===== src/hw/status_pkg.sv =====
package status_pkg;

    // Width of the flag register and of an operand
    localparam int DATA_W = 8;

    // Flag bit positions
    localparam int C_BIT = 0;
    localparam int DC_BIT = 1;
    localparam int Z_BIT = 2;
    localparam int PD_BIT = 3;
    localparam int TO_BIT = 4;
    localparam int FLAG_W = 5;

    // Width of the low nibble whose carry-out drives the digit flag
    localparam int NIBBLE_W = 4;

    // Flag value after power-up: expiry and sleep flags set, others clear
    localparam logic [FLAG_W-1:0] FLAGS_RESET = 5'h18;

    // Register byte offsets on the bus
    localparam int ADDR_W = 8;
    localparam logic [ADDR_W-1:0] OFF_STATUS = 8'h00;
    localparam logic [ADDR_W-1:0] OFF_CMD = 8'h04;
    localparam logic [ADDR_W-1:0] OFF_RESULT = 8'h08;
    localparam logic [ADDR_W-1:0] OFF_PROBE = 8'h0c;

    // Command register fields
    localparam int CMD_A_LSB = 0;
    localparam int CMD_B_LSB = 8;
    localparam int CMD_OP_LSB = 16;
    localparam int CMD_DEST_BIT = 20;
    localparam int CMD_SEL_LSB = 21;
    localparam int SEL_W = 3;

    // Bank-relative data memory map
    localparam int MEM_ADDR_W = 7;
    localparam logic [MEM_ADDR_W-1:0] CORE_LAST = 7'h0b;
    localparam logic [MEM_ADDR_W-1:0] PERIPH_FIRST = 7'h0c;
    localparam logic [MEM_ADDR_W-1:0] PERIPH_LAST = 7'h1f;

    // Probe answer bits
    localparam int PROBE_CORE_BIT = 0;
    localparam int PROBE_PERIPH_BIT = 1;
    localparam int PROBE_RAM_BIT = 2;

    // Bus responses
    localparam logic [1:0] RESP_OKAY = 2'h0;
    localparam logic [1:0] RESP_SLVERR = 2'h2;

    // Operations the flag datapath knows
    typedef enum logic [3:0] {
        OP_ADD = 4'b0000,
        OP_SUB = 4'b0001,
        OP_AND = 4'b0010,
        OP_OR = 4'b0011,
        OP_XOR = 4'b0100,
        OP_ROR = 4'b0101,
        OP_ROL = 4'b0110,
        OP_CLR = 4'b0111,
        OP_MOVE = 4'b1000,
        OP_BITZ = 4'b1001,
        OP_BITO = 4'b1010,
        OP_SWAP = 4'b1011
    } op_e;

endpackage : status_pkg


===== src/hw/alu_if.sv =====
`timescale 1ns/1ps
`default_nettype none
// Operands in, result and flag verdicts out
interface alu_if;
    logic [status_pkg::DATA_W-1:0] a;      // File operand
    logic [status_pkg::DATA_W-1:0] b;      // Work operand
    status_pkg::op_e op;                   // Operation
    logic [status_pkg::SEL_W-1:0] sel;     // Bit index for bit ops
    logic carry_in;                        // Current carry flag
    logic [status_pkg::DATA_W-1:0] result; // Operation result
    logic z;                               // Zero verdict
    logic dc;                              // Digit carry verdict
    logic c;                               // Carry verdict
    logic z_hit;                           // Operation owns zero flag
    logic dc_hit;                          // Operation owns digit flag
    logic c_hit;                           // Operation owns carry flag

    modport alu (input a, b, op, sel, carry_in,
                 output result, z, dc, c, z_hit, dc_hit, c_hit);
    modport user (output a, b, op, sel, carry_in,
                  input result, z, dc, c, z_hit, dc_hit, c_hit);
endinterface : alu_if
`default_nettype wire


===== src/hw/flag_alu.sv =====
`timescale 1ns/1ps
`default_nettype none
// Combinational datapath producing a result and its flags
module flag_alu (
    alu_if.alu bus
);
    localparam int NW = status_pkg::NIBBLE_W;
    localparam int DW = status_pkg::DATA_W;

    logic [NW:0] nib_sum;  // Low nibble sum with carry-out
    logic [DW:0] full_sum; // Full sum with carry-out
    logic [DW-1:0] addend; // Second operand, complemented for subtract
    logic sub_in;          // Carry-in that completes two's complement

    // Result and flag selection per operation
    always_comb begin
        sub_in = (bus.op == status_pkg::OP_SUB);
        addend = sub_in ? ~bus.b : bus.b;
        nib_sum = {1'b0, bus.a[NW-1:0]} + {1'b0, addend[NW-1:0]}
                  + {{NW{1'b0}}, sub_in};
        full_sum = {1'b0, bus.a} + {1'b0, addend} + {{DW{1'b0}}, sub_in};
        bus.result = '0;
        bus.dc = nib_sum[NW];
        bus.c = full_sum[DW];
        bus.z_hit = 1'b1;
        bus.dc_hit = 1'b0;
        bus.c_hit = 1'b0;
        case (bus.op)
            status_pkg::OP_ADD, status_pkg::OP_SUB: begin
                bus.result = full_sum[DW-1:0];
                bus.dc_hit = 1'b1;
                bus.c_hit = 1'b1;
            end
            status_pkg::OP_AND: bus.result = bus.a & bus.b;
            status_pkg::OP_OR: bus.result = bus.a | bus.b;
            status_pkg::OP_XOR: bus.result = bus.a ^ bus.b;
            status_pkg::OP_CLR: bus.result = '0;
            status_pkg::OP_ROR: begin
                // Low bit leaves into carry
                bus.result = {bus.carry_in, bus.a[DW-1:1]};
                bus.c = bus.a[0];
                bus.c_hit = 1'b1;
                bus.z_hit = 1'b0;
            end
            status_pkg::OP_ROL: begin
                // High bit leaves into carry
                bus.result = {bus.a[DW-2:0], bus.carry_in};
                bus.c = bus.a[DW-1];
                bus.c_hit = 1'b1;
                bus.z_hit = 1'b0;
            end
            status_pkg::OP_MOVE: begin
                bus.result = bus.b;
                bus.z_hit = 1'b0;
            end
            status_pkg::OP_BITZ: begin
                bus.result = bus.a & ~(8'h01 << bus.sel);
                bus.z_hit = 1'b0;
            end
            status_pkg::OP_BITO: begin
                bus.result = bus.a | (8'h01 << bus.sel);
                bus.z_hit = 1'b0;
            end
            status_pkg::OP_SWAP: begin
                bus.result = {bus.a[NW-1:0], bus.a[DW-1:NW]};
                bus.z_hit = 1'b0;
            end
            default: bus.z_hit = 1'b0;
        endcase
        bus.z = (bus.result == '0);
    end
endmodule : flag_alu
`default_nettype wire


===== src/hw/core_status_flags.sv =====
// Summary of operation
// - Expiry flag set by power-up, kick, sleep
// - Watchdog expiry clears the expiry flag
// - Zero flag follows zero result
// - Digit flag is carry out of low nibble
// - Carry flag is carry out of top bit
// - Subtract adds complement; carries mean no borrow
// - Rotates load carry with shifted-out bit
// - Clearing status gives 000u u1uu
// - Peripheral registers sit at 0x0c to 0x1f
// - Flag-owning ops override data write to flags
// - Expiry and sleep flags ignore software writes
`timescale 1ns/1ps
`default_nettype none
module core_status_flags (
    input wire logic mclk,
    input wire logic sys_rst,
    input wire logic watchdog_kick_instr,
    input wire logic sleep_instr,
    input wire logic watchdog_expiry,
    input wire logic [7:0] s_axi_awaddr,
    input wire logic s_axi_awvalid,
    output logic s_axi_awready,
    input wire logic [31:0] s_axi_wdata,
    input wire logic [3:0] s_axi_wstrb,
    input wire logic s_axi_wvalid,
    output logic s_axi_wready,
    output logic [1:0] s_axi_bresp,
    output logic s_axi_bvalid,
    input wire logic s_axi_bready,
    input wire logic [7:0] s_axi_araddr,
    input wire logic s_axi_arvalid,
    output logic s_axi_arready,
    output logic [31:0] s_axi_rdata,
    output logic [1:0] s_axi_rresp,
    output logic s_axi_rvalid,
    input wire logic s_axi_rready,
    output logic [7:0] status_flags
);
    localparam int FW = status_pkg::FLAG_W;
    localparam int DW = status_pkg::DATA_W;

    // Classify a bank-relative data address
    function automatic logic [2:0] classify(
        input logic [status_pkg::MEM_ADDR_W-1:0] addr);
        logic [2:0] cls;
        cls = '0;
        if (addr <= status_pkg::CORE_LAST) begin
            cls[status_pkg::PROBE_CORE_BIT] = 1'b1;
        end else if (addr <= status_pkg::PERIPH_LAST) begin
            cls[status_pkg::PROBE_PERIPH_BIT] = 1'b1;
        end else begin
            cls[status_pkg::PROBE_RAM_BIT] = 1'b1;
        end
        return cls;
    endfunction : classify

    // Merge written byte lanes into an old word
    function automatic logic [31:0] merge(input logic [31:0] old,
        input logic [31:0] data, input logic [3:0] strb);
        logic [31:0] m;
        m = old;
        for (int i = 0; i < 4; i++) begin
            if (strb[i]) begin
                m[i*8 +: 8] = data[i*8 +: 8];
            end
        end
        return m;
    endfunction : merge

    alu_if alu_bus ();  // Link to the datapath
    flag_alu flag_alu_inst (.bus(alu_bus));

    logic [FW-1:0] flags, next_flags;      // Implemented flag bits
    logic [DW-1:0] result, next_result;    // Last operation result
    logic [31:0] cmd, next_cmd;            // Held command word
    logic [status_pkg::MEM_ADDR_W-1:0] probe, next_probe; // Probe address
    logic aw_held, next_aw_held;           // Write address captured
    logic w_held, next_w_held;             // Write data captured
    logic [7:0] aw_addr, next_aw_addr;     // Captured write address
    logic [31:0] w_data, next_w_data;      // Captured write data
    logic [3:0] w_strb, next_w_strb;       // Captured byte enables
    logic bvalid, next_bvalid;             // Write answer pending
    logic [1:0] bresp, next_bresp;         // Write answer code
    logic rvalid, next_rvalid;             // Read answer pending
    logic [1:0] rresp, next_rresp;         // Read answer code
    logic [31:0] rdata, next_rdata;        // Read answer data
    logic awready, next_awready;           // Address channel ready
    logic wready, next_wready;             // Data channel ready
    logic arready, next_arready;           // Read address ready
    logic wr_fire;                         // Write performed this cycle
    logic exec;                            // Command executes this cycle
    logic [31:0] cmd_word;                 // Command after lane merge
    logic dest_status;                     // Result goes to status

    // Datapath operands from the merged command word
    always_comb begin
        wr_fire = aw_held && w_held && !bvalid;
        cmd_word = merge(cmd, w_data, w_strb);
        exec = wr_fire && (aw_addr == status_pkg::OFF_CMD);
        dest_status = cmd_word[status_pkg::CMD_DEST_BIT];
        // Status as destination reads its own current value
        alu_bus.a = dest_status ? {3'h0, flags}
                    : cmd_word[status_pkg::CMD_A_LSB +: DW];
        alu_bus.b = cmd_word[status_pkg::CMD_B_LSB +: DW];
        alu_bus.op = status_pkg::op_e'(cmd_word[status_pkg::CMD_OP_LSB +: 4]);
        alu_bus.sel = cmd_word[status_pkg::CMD_SEL_LSB +: status_pkg::SEL_W];
        alu_bus.carry_in = flags[status_pkg::C_BIT];
    end

    // Flag, result and register next values
    always_comb begin
        next_flags = flags;
        next_result = result;
        next_cmd = cmd;
        next_probe = probe;
        if (exec) begin
            next_cmd = cmd_word;
            next_result = alu_bus.result;
            if (dest_status) begin
                // Data write to low flags; top flags never written
                next_flags[status_pkg::Z_BIT:0] = alu_bus.result[2:0];
            end
            // Flag logic wins over a data write to the flags
            if (alu_bus.z_hit) begin
                next_flags[status_pkg::Z_BIT] = alu_bus.z;
            end else if (dest_status && (alu_bus.dc_hit || alu_bus.c_hit)) begin
                next_flags[status_pkg::Z_BIT] = flags[status_pkg::Z_BIT];
            end
            if (alu_bus.dc_hit) begin
                next_flags[status_pkg::DC_BIT] = alu_bus.dc;
            end else if (dest_status && (alu_bus.z_hit || alu_bus.c_hit)) begin
                next_flags[status_pkg::DC_BIT] = flags[status_pkg::DC_BIT];
            end
            if (alu_bus.c_hit) begin
                next_flags[status_pkg::C_BIT] = alu_bus.c;
            end else if (dest_status && (alu_bus.z_hit || alu_bus.dc_hit)) begin
                next_flags[status_pkg::C_BIT] = flags[status_pkg::C_BIT];
            end
        end else if (wr_fire && aw_addr == status_pkg::OFF_STATUS) begin
            // Direct write moves the low flags only
            if (w_strb[0]) begin
                next_flags[status_pkg::Z_BIT:0] = w_data[2:0];
            end
        end else if (wr_fire && aw_addr == status_pkg::OFF_PROBE) begin
            if (w_strb[0]) begin
                next_probe = w_data[status_pkg::MEM_ADDR_W-1:0];
            end
        end
        // Hardware events; expiry has the last word
        if (watchdog_kick_instr || sleep_instr) begin
            next_flags[status_pkg::TO_BIT] = 1'b1;
        end
        if (sleep_instr) begin
            next_flags[status_pkg::PD_BIT] = 1'b0;
        end
        if (watchdog_expiry) begin
            next_flags[status_pkg::TO_BIT] = 1'b0;
        end
    end

    // Bus channel next values
    always_comb begin
        next_aw_held = aw_held;
        next_aw_addr = aw_addr;
        next_w_held = w_held;
        next_w_data = w_data;
        next_w_strb = w_strb;
        next_bvalid = bvalid;
        next_bresp = bresp;
        next_rvalid = rvalid;
        next_rresp = rresp;
        next_rdata = rdata;
        // Capture address and data in either order
        if (s_axi_awvalid && awready) begin
            next_aw_held = 1'b1;
            next_aw_addr = s_axi_awaddr;
        end
        if (s_axi_wvalid && wready) begin
            next_w_held = 1'b1;
            next_w_data = s_axi_wdata;
            next_w_strb = s_axi_wstrb;
        end
        if (wr_fire) begin
            next_aw_held = 1'b0;
            next_w_held = 1'b0;
            next_bvalid = 1'b1;
            // Result register is read-only; unmapped gets an error
            if (aw_addr == status_pkg::OFF_STATUS
                || aw_addr == status_pkg::OFF_CMD
                || aw_addr == status_pkg::OFF_PROBE) begin
                next_bresp = status_pkg::RESP_OKAY;
            end else begin
                next_bresp = status_pkg::RESP_SLVERR;
            end
        end else if (bvalid && s_axi_bready) begin
            next_bvalid = 1'b0;
        end
        if (s_axi_arvalid && arready) begin
            next_rvalid = 1'b1;
            next_rresp = status_pkg::RESP_OKAY;
            next_rdata = '0;
            if (s_axi_araddr == status_pkg::OFF_STATUS) begin
                next_rdata[DW-1:0] = {3'h0, flags};
            end else if (s_axi_araddr == status_pkg::OFF_CMD) begin
                next_rdata = cmd;
            end else if (s_axi_araddr == status_pkg::OFF_RESULT) begin
                next_rdata[DW-1:0] = result;
            end else if (s_axi_araddr == status_pkg::OFF_PROBE) begin
                next_rdata[2:0] = classify(probe);
            end else begin
                next_rresp = status_pkg::RESP_SLVERR;
            end
        end else if (rvalid && s_axi_rready) begin
            next_rvalid = 1'b0;
        end
        next_awready = !next_aw_held && !next_bvalid;
        next_wready = !next_w_held && !next_bvalid;
        next_arready = !next_rvalid;
    end

    // Registers; reset is the power-up event
    always_ff @(posedge mclk) begin
        if (sys_rst) begin
            flags <= status_pkg::FLAGS_RESET;
            result <= '0;
            cmd <= '0;
            probe <= '0;
            aw_held <= 1'b0;
            aw_addr <= '0;
            w_held <= 1'b0;
            w_data <= '0;
            w_strb <= '0;
            bvalid <= 1'b0;
            bresp <= status_pkg::RESP_OKAY;
            rvalid <= 1'b0;
            rresp <= status_pkg::RESP_OKAY;
            rdata <= '0;
            awready <= 1'b0;
            wready <= 1'b0;
            arready <= 1'b0;
        end else begin
            flags <= next_flags;
            result <= next_result;
            cmd <= next_cmd;
            probe <= next_probe;
            aw_held <= next_aw_held;
            aw_addr <= next_aw_addr;
            w_held <= next_w_held;
            w_data <= next_w_data;
            w_strb <= next_w_strb;
            bvalid <= next_bvalid;
            bresp <= next_bresp;
            rvalid <= next_rvalid;
            rresp <= next_rresp;
            rdata <= next_rdata;
            awready <= next_awready;
            wready <= next_wready;
            arready <= next_arready;
        end
    end

    // Outputs straight from flip-flops
    always_comb begin
        s_axi_awready = awready;
        s_axi_wready = wready;
        s_axi_bvalid = bvalid;
        s_axi_bresp = bresp;
        s_axi_arready = arready;
        s_axi_rvalid = rvalid;
        s_axi_rresp = rresp;
        s_axi_rdata = rdata;
        status_flags = {3'h0, flags};
    end

    logic quiet;     // No hardware flag events
    logic [8:0] sum_ref; // Reference sum
    assign quiet = !watchdog_kick_instr && !sleep_instr && !watchdog_expiry;
    assign sum_ref = {1'b0, alu_bus.a} + {1'b0, alu_bus.b};
endmodule : core_status_flags
`default_nettype wire


===== config.mk =====
export PLATFORM = sky130hd
export DESIGN_NAME = core_status_flags
export DESIGN_NICKNAME = d
export VERILOG_FILES = /design/src/hw/status_pkg.sv /design/src/hw/alu_if.sv /design/src/hw/flag_alu.sv /design/src/hw/core_status_flags.sv
export SDC_FILE = /design/constraint.sdc
export NUM_CORES = 1
export LEC_CHECK = 0
export BUFFER_PORTS_ARGS = -buffer_cell sky130_fd_sc_hd__buf_4
export CORE_MARGIN = 10
export CORE_UTILIZATION = 61
export DETAILED_ROUTE_END_ITERATION = 16
export PLACE_DENSITY = 0.85
export SLEW_MARGIN = 20
export SYNTH_ARGS = -nofsm -noshare
export SYNTH_HDL_FRONTEND = slang
export SYNTH_SLANG_ARGS = --single-unit
export TNS_END_PERCENT = 1

===== constraint.sdc =====
create_clock -name mclk -period 5.8 [get_ports mclk]
set_input_delay 1.16 -clock mclk [delete_from_list [all_inputs] [get_ports mclk]]
set_output_delay 1.16 -clock mclk [all_outputs]
set_load 0.1 [all_outputs]

==> impl_metrics.env <==
export IMPL_run_status="complete, no violations"
export IMPL_yosys_area_share_xor_xnor_pct=1.28
export IMPL_critical_path_reg2reg_startpoint="w_strb[2]"
export IMPL_critPathMaxFanout=39
export IMPL_postRouteAntennaNets=0
export IMPL_cts_num_sinks=135
export IMPL_synth_simple_gate_area_share_pct=22.5
export IMPL_synth_edff_count=0
export IMPL_place_port_buffers=105
export IMPL_grt_busiest_layer="met2"
export IMPL_final_setup_tns_ns=0
export IMPL_setup_viol=0
export IMPL_floorplan_initialDensity_pct=62.6
export IMPL_route_detailed_vias_per_inst=6.61
export IMPL_netlist_top_cells_area="sky130_fd_sc_hd__dfxtp_1, sky130_fd_sc_hd__nand2_1, sky130_fd_sc_hd__a21oi_1"
export IMPL_worst_slew_margin_rel_pct=26.1
export IMPL_report_power_total_mw=2.17
export IMPL_floorplan_core_area_mm2=0.0109
export IMPL_total_of_flip_flops_plus_latches_after_synthesis=135
export IMPL_grt_overflow_total=0
export IMPL_post_synth_fa_ha_maj_area_fraction_pct=1.58
export IMPL_row_count=38
export IMPL_max_cap_violations=0
export IMPL_clockBufferDepth=2
export IMPL_post_cts_resize_count=0
export IMPL_first_global_vias=6980
export IMPL_ys_warnings_count=0
export IMPL_combined_area_of_all_synthesized_cells_mm2=0.00682
export IMPL_fin_skew_ns=0.0103
export IMPL_numCtsBuffers=17
export IMPL_setup_worst_path_start_class="flip-flop"
export IMPL_worstSetupStartpoint="w_strb[2]"
export IMPL_drc=0
export IMPL_htree_num_levels=4
export IMPL_vdd_ir_drop_max_mv=0.267
export IMPL_tritoncts="done"
export IMPL_cts_reportedPaths_clkPinSlew_ns=0.06
export IMPL_rsz0062_at_grt="false"
export IMPL_crit_path_end_kind="flip-flop"
export IMPL_cp_required_ns=6.27
export IMPL_cts_setup_buffers=0
export IMPL_combinational_family_with_the_most_area_after_synthesis="simple AND/OR/NAND/NOR gates"
export IMPL_dp_hpwl_mm=16.4
export IMPL_synth_top_cell_area_share_pct=39.6
export IMPL_gp_congestion=1.05
export IMPL_finalWorstSetupSlack_ns=1.87
export IMPL_num_vias=7129
export IMPL_route_final_wire_length_mm=24.2
export IMPL_io_pins=111
export IMPL_period_minus_slack_ns=3.93
export IMPL_synthMuxAreaShare_pct=8.09
export IMPL_power_per_cell_area_mw_per_mm2=266
export IMPL_grt_met3_usage_pct=7.80
export IMPL_ys_async_sr_fraction_pct=0
export IMPL_hp_class="flip-flop to flip-flop"
export IMPL_r2r_slack_ns=1.87
export IMPL_slew_at_the_pin_closest_to_its_max_slew_limit_ns=1.11
export IMPL_grt_use_met1_pct=35.3
export IMPL_synth_top_area_cell="sky130_fd_sc_hd__dfxtp_1"
export IMPL_crit_arrival_ns=4.41
export IMPL_synthesis_instances=844
export IMPL_avgSynthCellArea_um2=8.08
export IMPL_grt_use_met2_pct=48.2
export IMPL_antenna_violations_before_repair=0
export IMPL_drive_gt1_share_pct=19.9
export IMPL_grt_max_degree=105
export IMPL_fp_dieH_um=126
export IMPL_cellLeakagePower_nw=3.04
export IMPL_hold_start="aw_addr[6]"
export IMPL_drt_pass1_iter_count=6
export IMPL_synth_commonest_cells="sky130_fd_sc_hd__nand2_1, sky130_fd_sc_hd__dfxtp_1, sky130_fd_sc_hd__a21oi_1"
export IMPL_first_pass_grt_wire_length_mm=37.8
export IMPL_preCtsSetupSlack_ns=1.96
export IMPL_ys_seq_area_share_pct=39.6
export IMPL_drt_wirelength_per_cell_um=22.5
export IMPL_synthFlopType="sky130_fd_sc_hd__dfxtp_1"
export IMPL_timing_max_transition_violations_final=0
export IMPL_fmaxAchievable_mhz=254
export IMPL_synth_compound_area_share_pct=21.9
export IMPL_synth_most_common_cell="sky130_fd_sc_hd__nand2_1"
export IMPL_finish_net_count=995
export IMPL_drt_iter0_drc=1200
export IMPL_n_antenna_cell=0
export IMPL_cts_hold_buffers_added=0
export IMPL_globalRouteTotalUtil_pct=29.3
export IMPL_die_w_um=126
export IMPL_dieArea_mm2=0.0158
export IMPL_synth_distinct_cells=71
export IMPL_final_hold_violation_count=0
export IMPL_criticalPathCategory="flip-flop to flip-flop"
export IMPL_final_hold_worst_slack_ns=0.460
export IMPL_cts_root_buffer_cell="sky130_fd_sc_hd__clkbuf_8"
export IMPL_share_of_the_clock_period_used_by_the_worst_path_after_layout_pct=67.8
export IMPL_layout_area_overhead_vs_synth_pct=19.7
export IMPL_clk_insertion_delay_late_ns=0.54
==> registers in the layout, summed over array words and instances (netlist names) <==
register       flops
w_data            32
cmd               32
w_held             1
flags              5
s_axi_awready      1
aw_addr            8
s_axi_rresp        1
probe              5
s_axi_arready      1
s_axi_rdata       32
s_axi_bvalid       1
s_axi_bresp        1
s_axi_rvalid       1
aw_held            1
s_axi_wready       1
result             8
w_strb             4
==> through the flow <==
| stage | cell area [um2] | util (%) | instances |
|---|---|---|---|
| 2_1_floorplan | 6830 | - | 848 |
| 3_3_place_gp | 7600 | 69.8 | 1046 |
| 3_5_place_dp | 7600 | 69.8 | 1046 |
| 4_1_cts | 8160 | 74.9 | 1078 |
| 5_1_grt | 8160 | 74.9 | 1078 |
| 6_report | 8160 | 74.9 | 1078 |
==> cell usage in the layout (no fill, tap or decap), types with 7 or more instances in the layout <==
cell type | netlist | layout
sky130_fd_sc_hd__a211oi_1 | 16 | 16
sky130_fd_sc_hd__o21ai_0 | 25 | 25
sky130_fd_sc_hd__inv_1 | 13 | 13
sky130_fd_sc_hd__ha_1 | 7 | 7
sky130_fd_sc_hd__a21oi_1 | 95 | 95
sky130_fd_sc_hd__nand2_1 | 168 | 168
sky130_fd_sc_hd__nor2_1 | 85 | 85
sky130_fd_sc_hd__and2_1 | 7 | 7
sky130_fd_sc_hd__nand3_1 | 20 | 20
sky130_fd_sc_hd__mux2i_1 | 26 | 26
sky130_fd_sc_hd__nor3_1 | 23 | 21
sky130_fd_sc_hd__clkbuf_16 | 0 | 16
sky130_fd_sc_hd__nor4_1 | 9 | 9
sky130_fd_sc_hd__a22oi_1 | 32 | 32
sky130_fd_sc_hd__mux2_2 | 13 | 13
sky130_fd_sc_hd__buf_4 | 8 | 116
sky130_fd_sc_hd__dfxtp_1 | 135 | 135
==> layout make-up <==
cell class / count / area (um2)
fillers: 690 / 2730
repair buffers: 116 / 871
flip-flops and latches: 135 / 2700
multi-input cells: 642 / 3810
clock inverters: 12 / 119
inverters: 13 / 48.8
well taps: 140 / 175
clock buffers: 20 / 435
==> layer usage <==
layer	share of wire [%]	routed length, um
met5	0	0
met4	3.9	948
met3	10	2470
met2	48	11600
met1	38	9210
==> where the power goes <==
part | internal [mW] | leakage (nW) | switching [mW]
Sequential | 0.948 | 1.09 | 0.0244
Combinational | 0.0642 | 1.68 | 0.133
Clock | 0.585 | 0.262 | 0.415
Total | 1.60 | 3.04 | 0.572
==> worst max-delay path, stage by stage (launching register included) <==
cell,delay (ns)
sky130_fd_sc_hd__dfxtp_1,0.34
sky130_fd_sc_hd__buf_4,0.37
sky130_fd_sc_hd__mux2i_2,0.69
sky130_fd_sc_hd__o211ai_4,0.30
sky130_fd_sc_hd__xor2_1,0.26
sky130_fd_sc_hd__fa_1,0.48
sky130_fd_sc_hd__nand3_1,0.12
sky130_fd_sc_hd__a21boi_0,0.10
sky130_fd_sc_hd__o21a_1,0.19
sky130_fd_sc_hd__nor3_1,0.15
sky130_fd_sc_hd__nor3b_1,0.07
sky130_fd_sc_hd__a2111o_1,0.37
sky130_fd_sc_hd__and4bb_1,0.28
sky130_fd_sc_hd__a31o_1,0.13
==> cell families after synthesis <==
logic type | after synthesis
muxes | 47
AOI/OAI and AO/OA | 227
other | 1
buffers and inverters | 71
adders and majority gates | 8
and+or+nand+nor | 345
xor gates and xnor gates | 10
DFF | 135
==> path summary, 6_finish.rpt <==
path	to	cells past startpoint
min	aw_addr[6]	2
min reg2reg	aw_addr[6]	2
max	flags[2]	13
max reg2reg	flags[2]	13
Power figures use the tool's default switching activity.
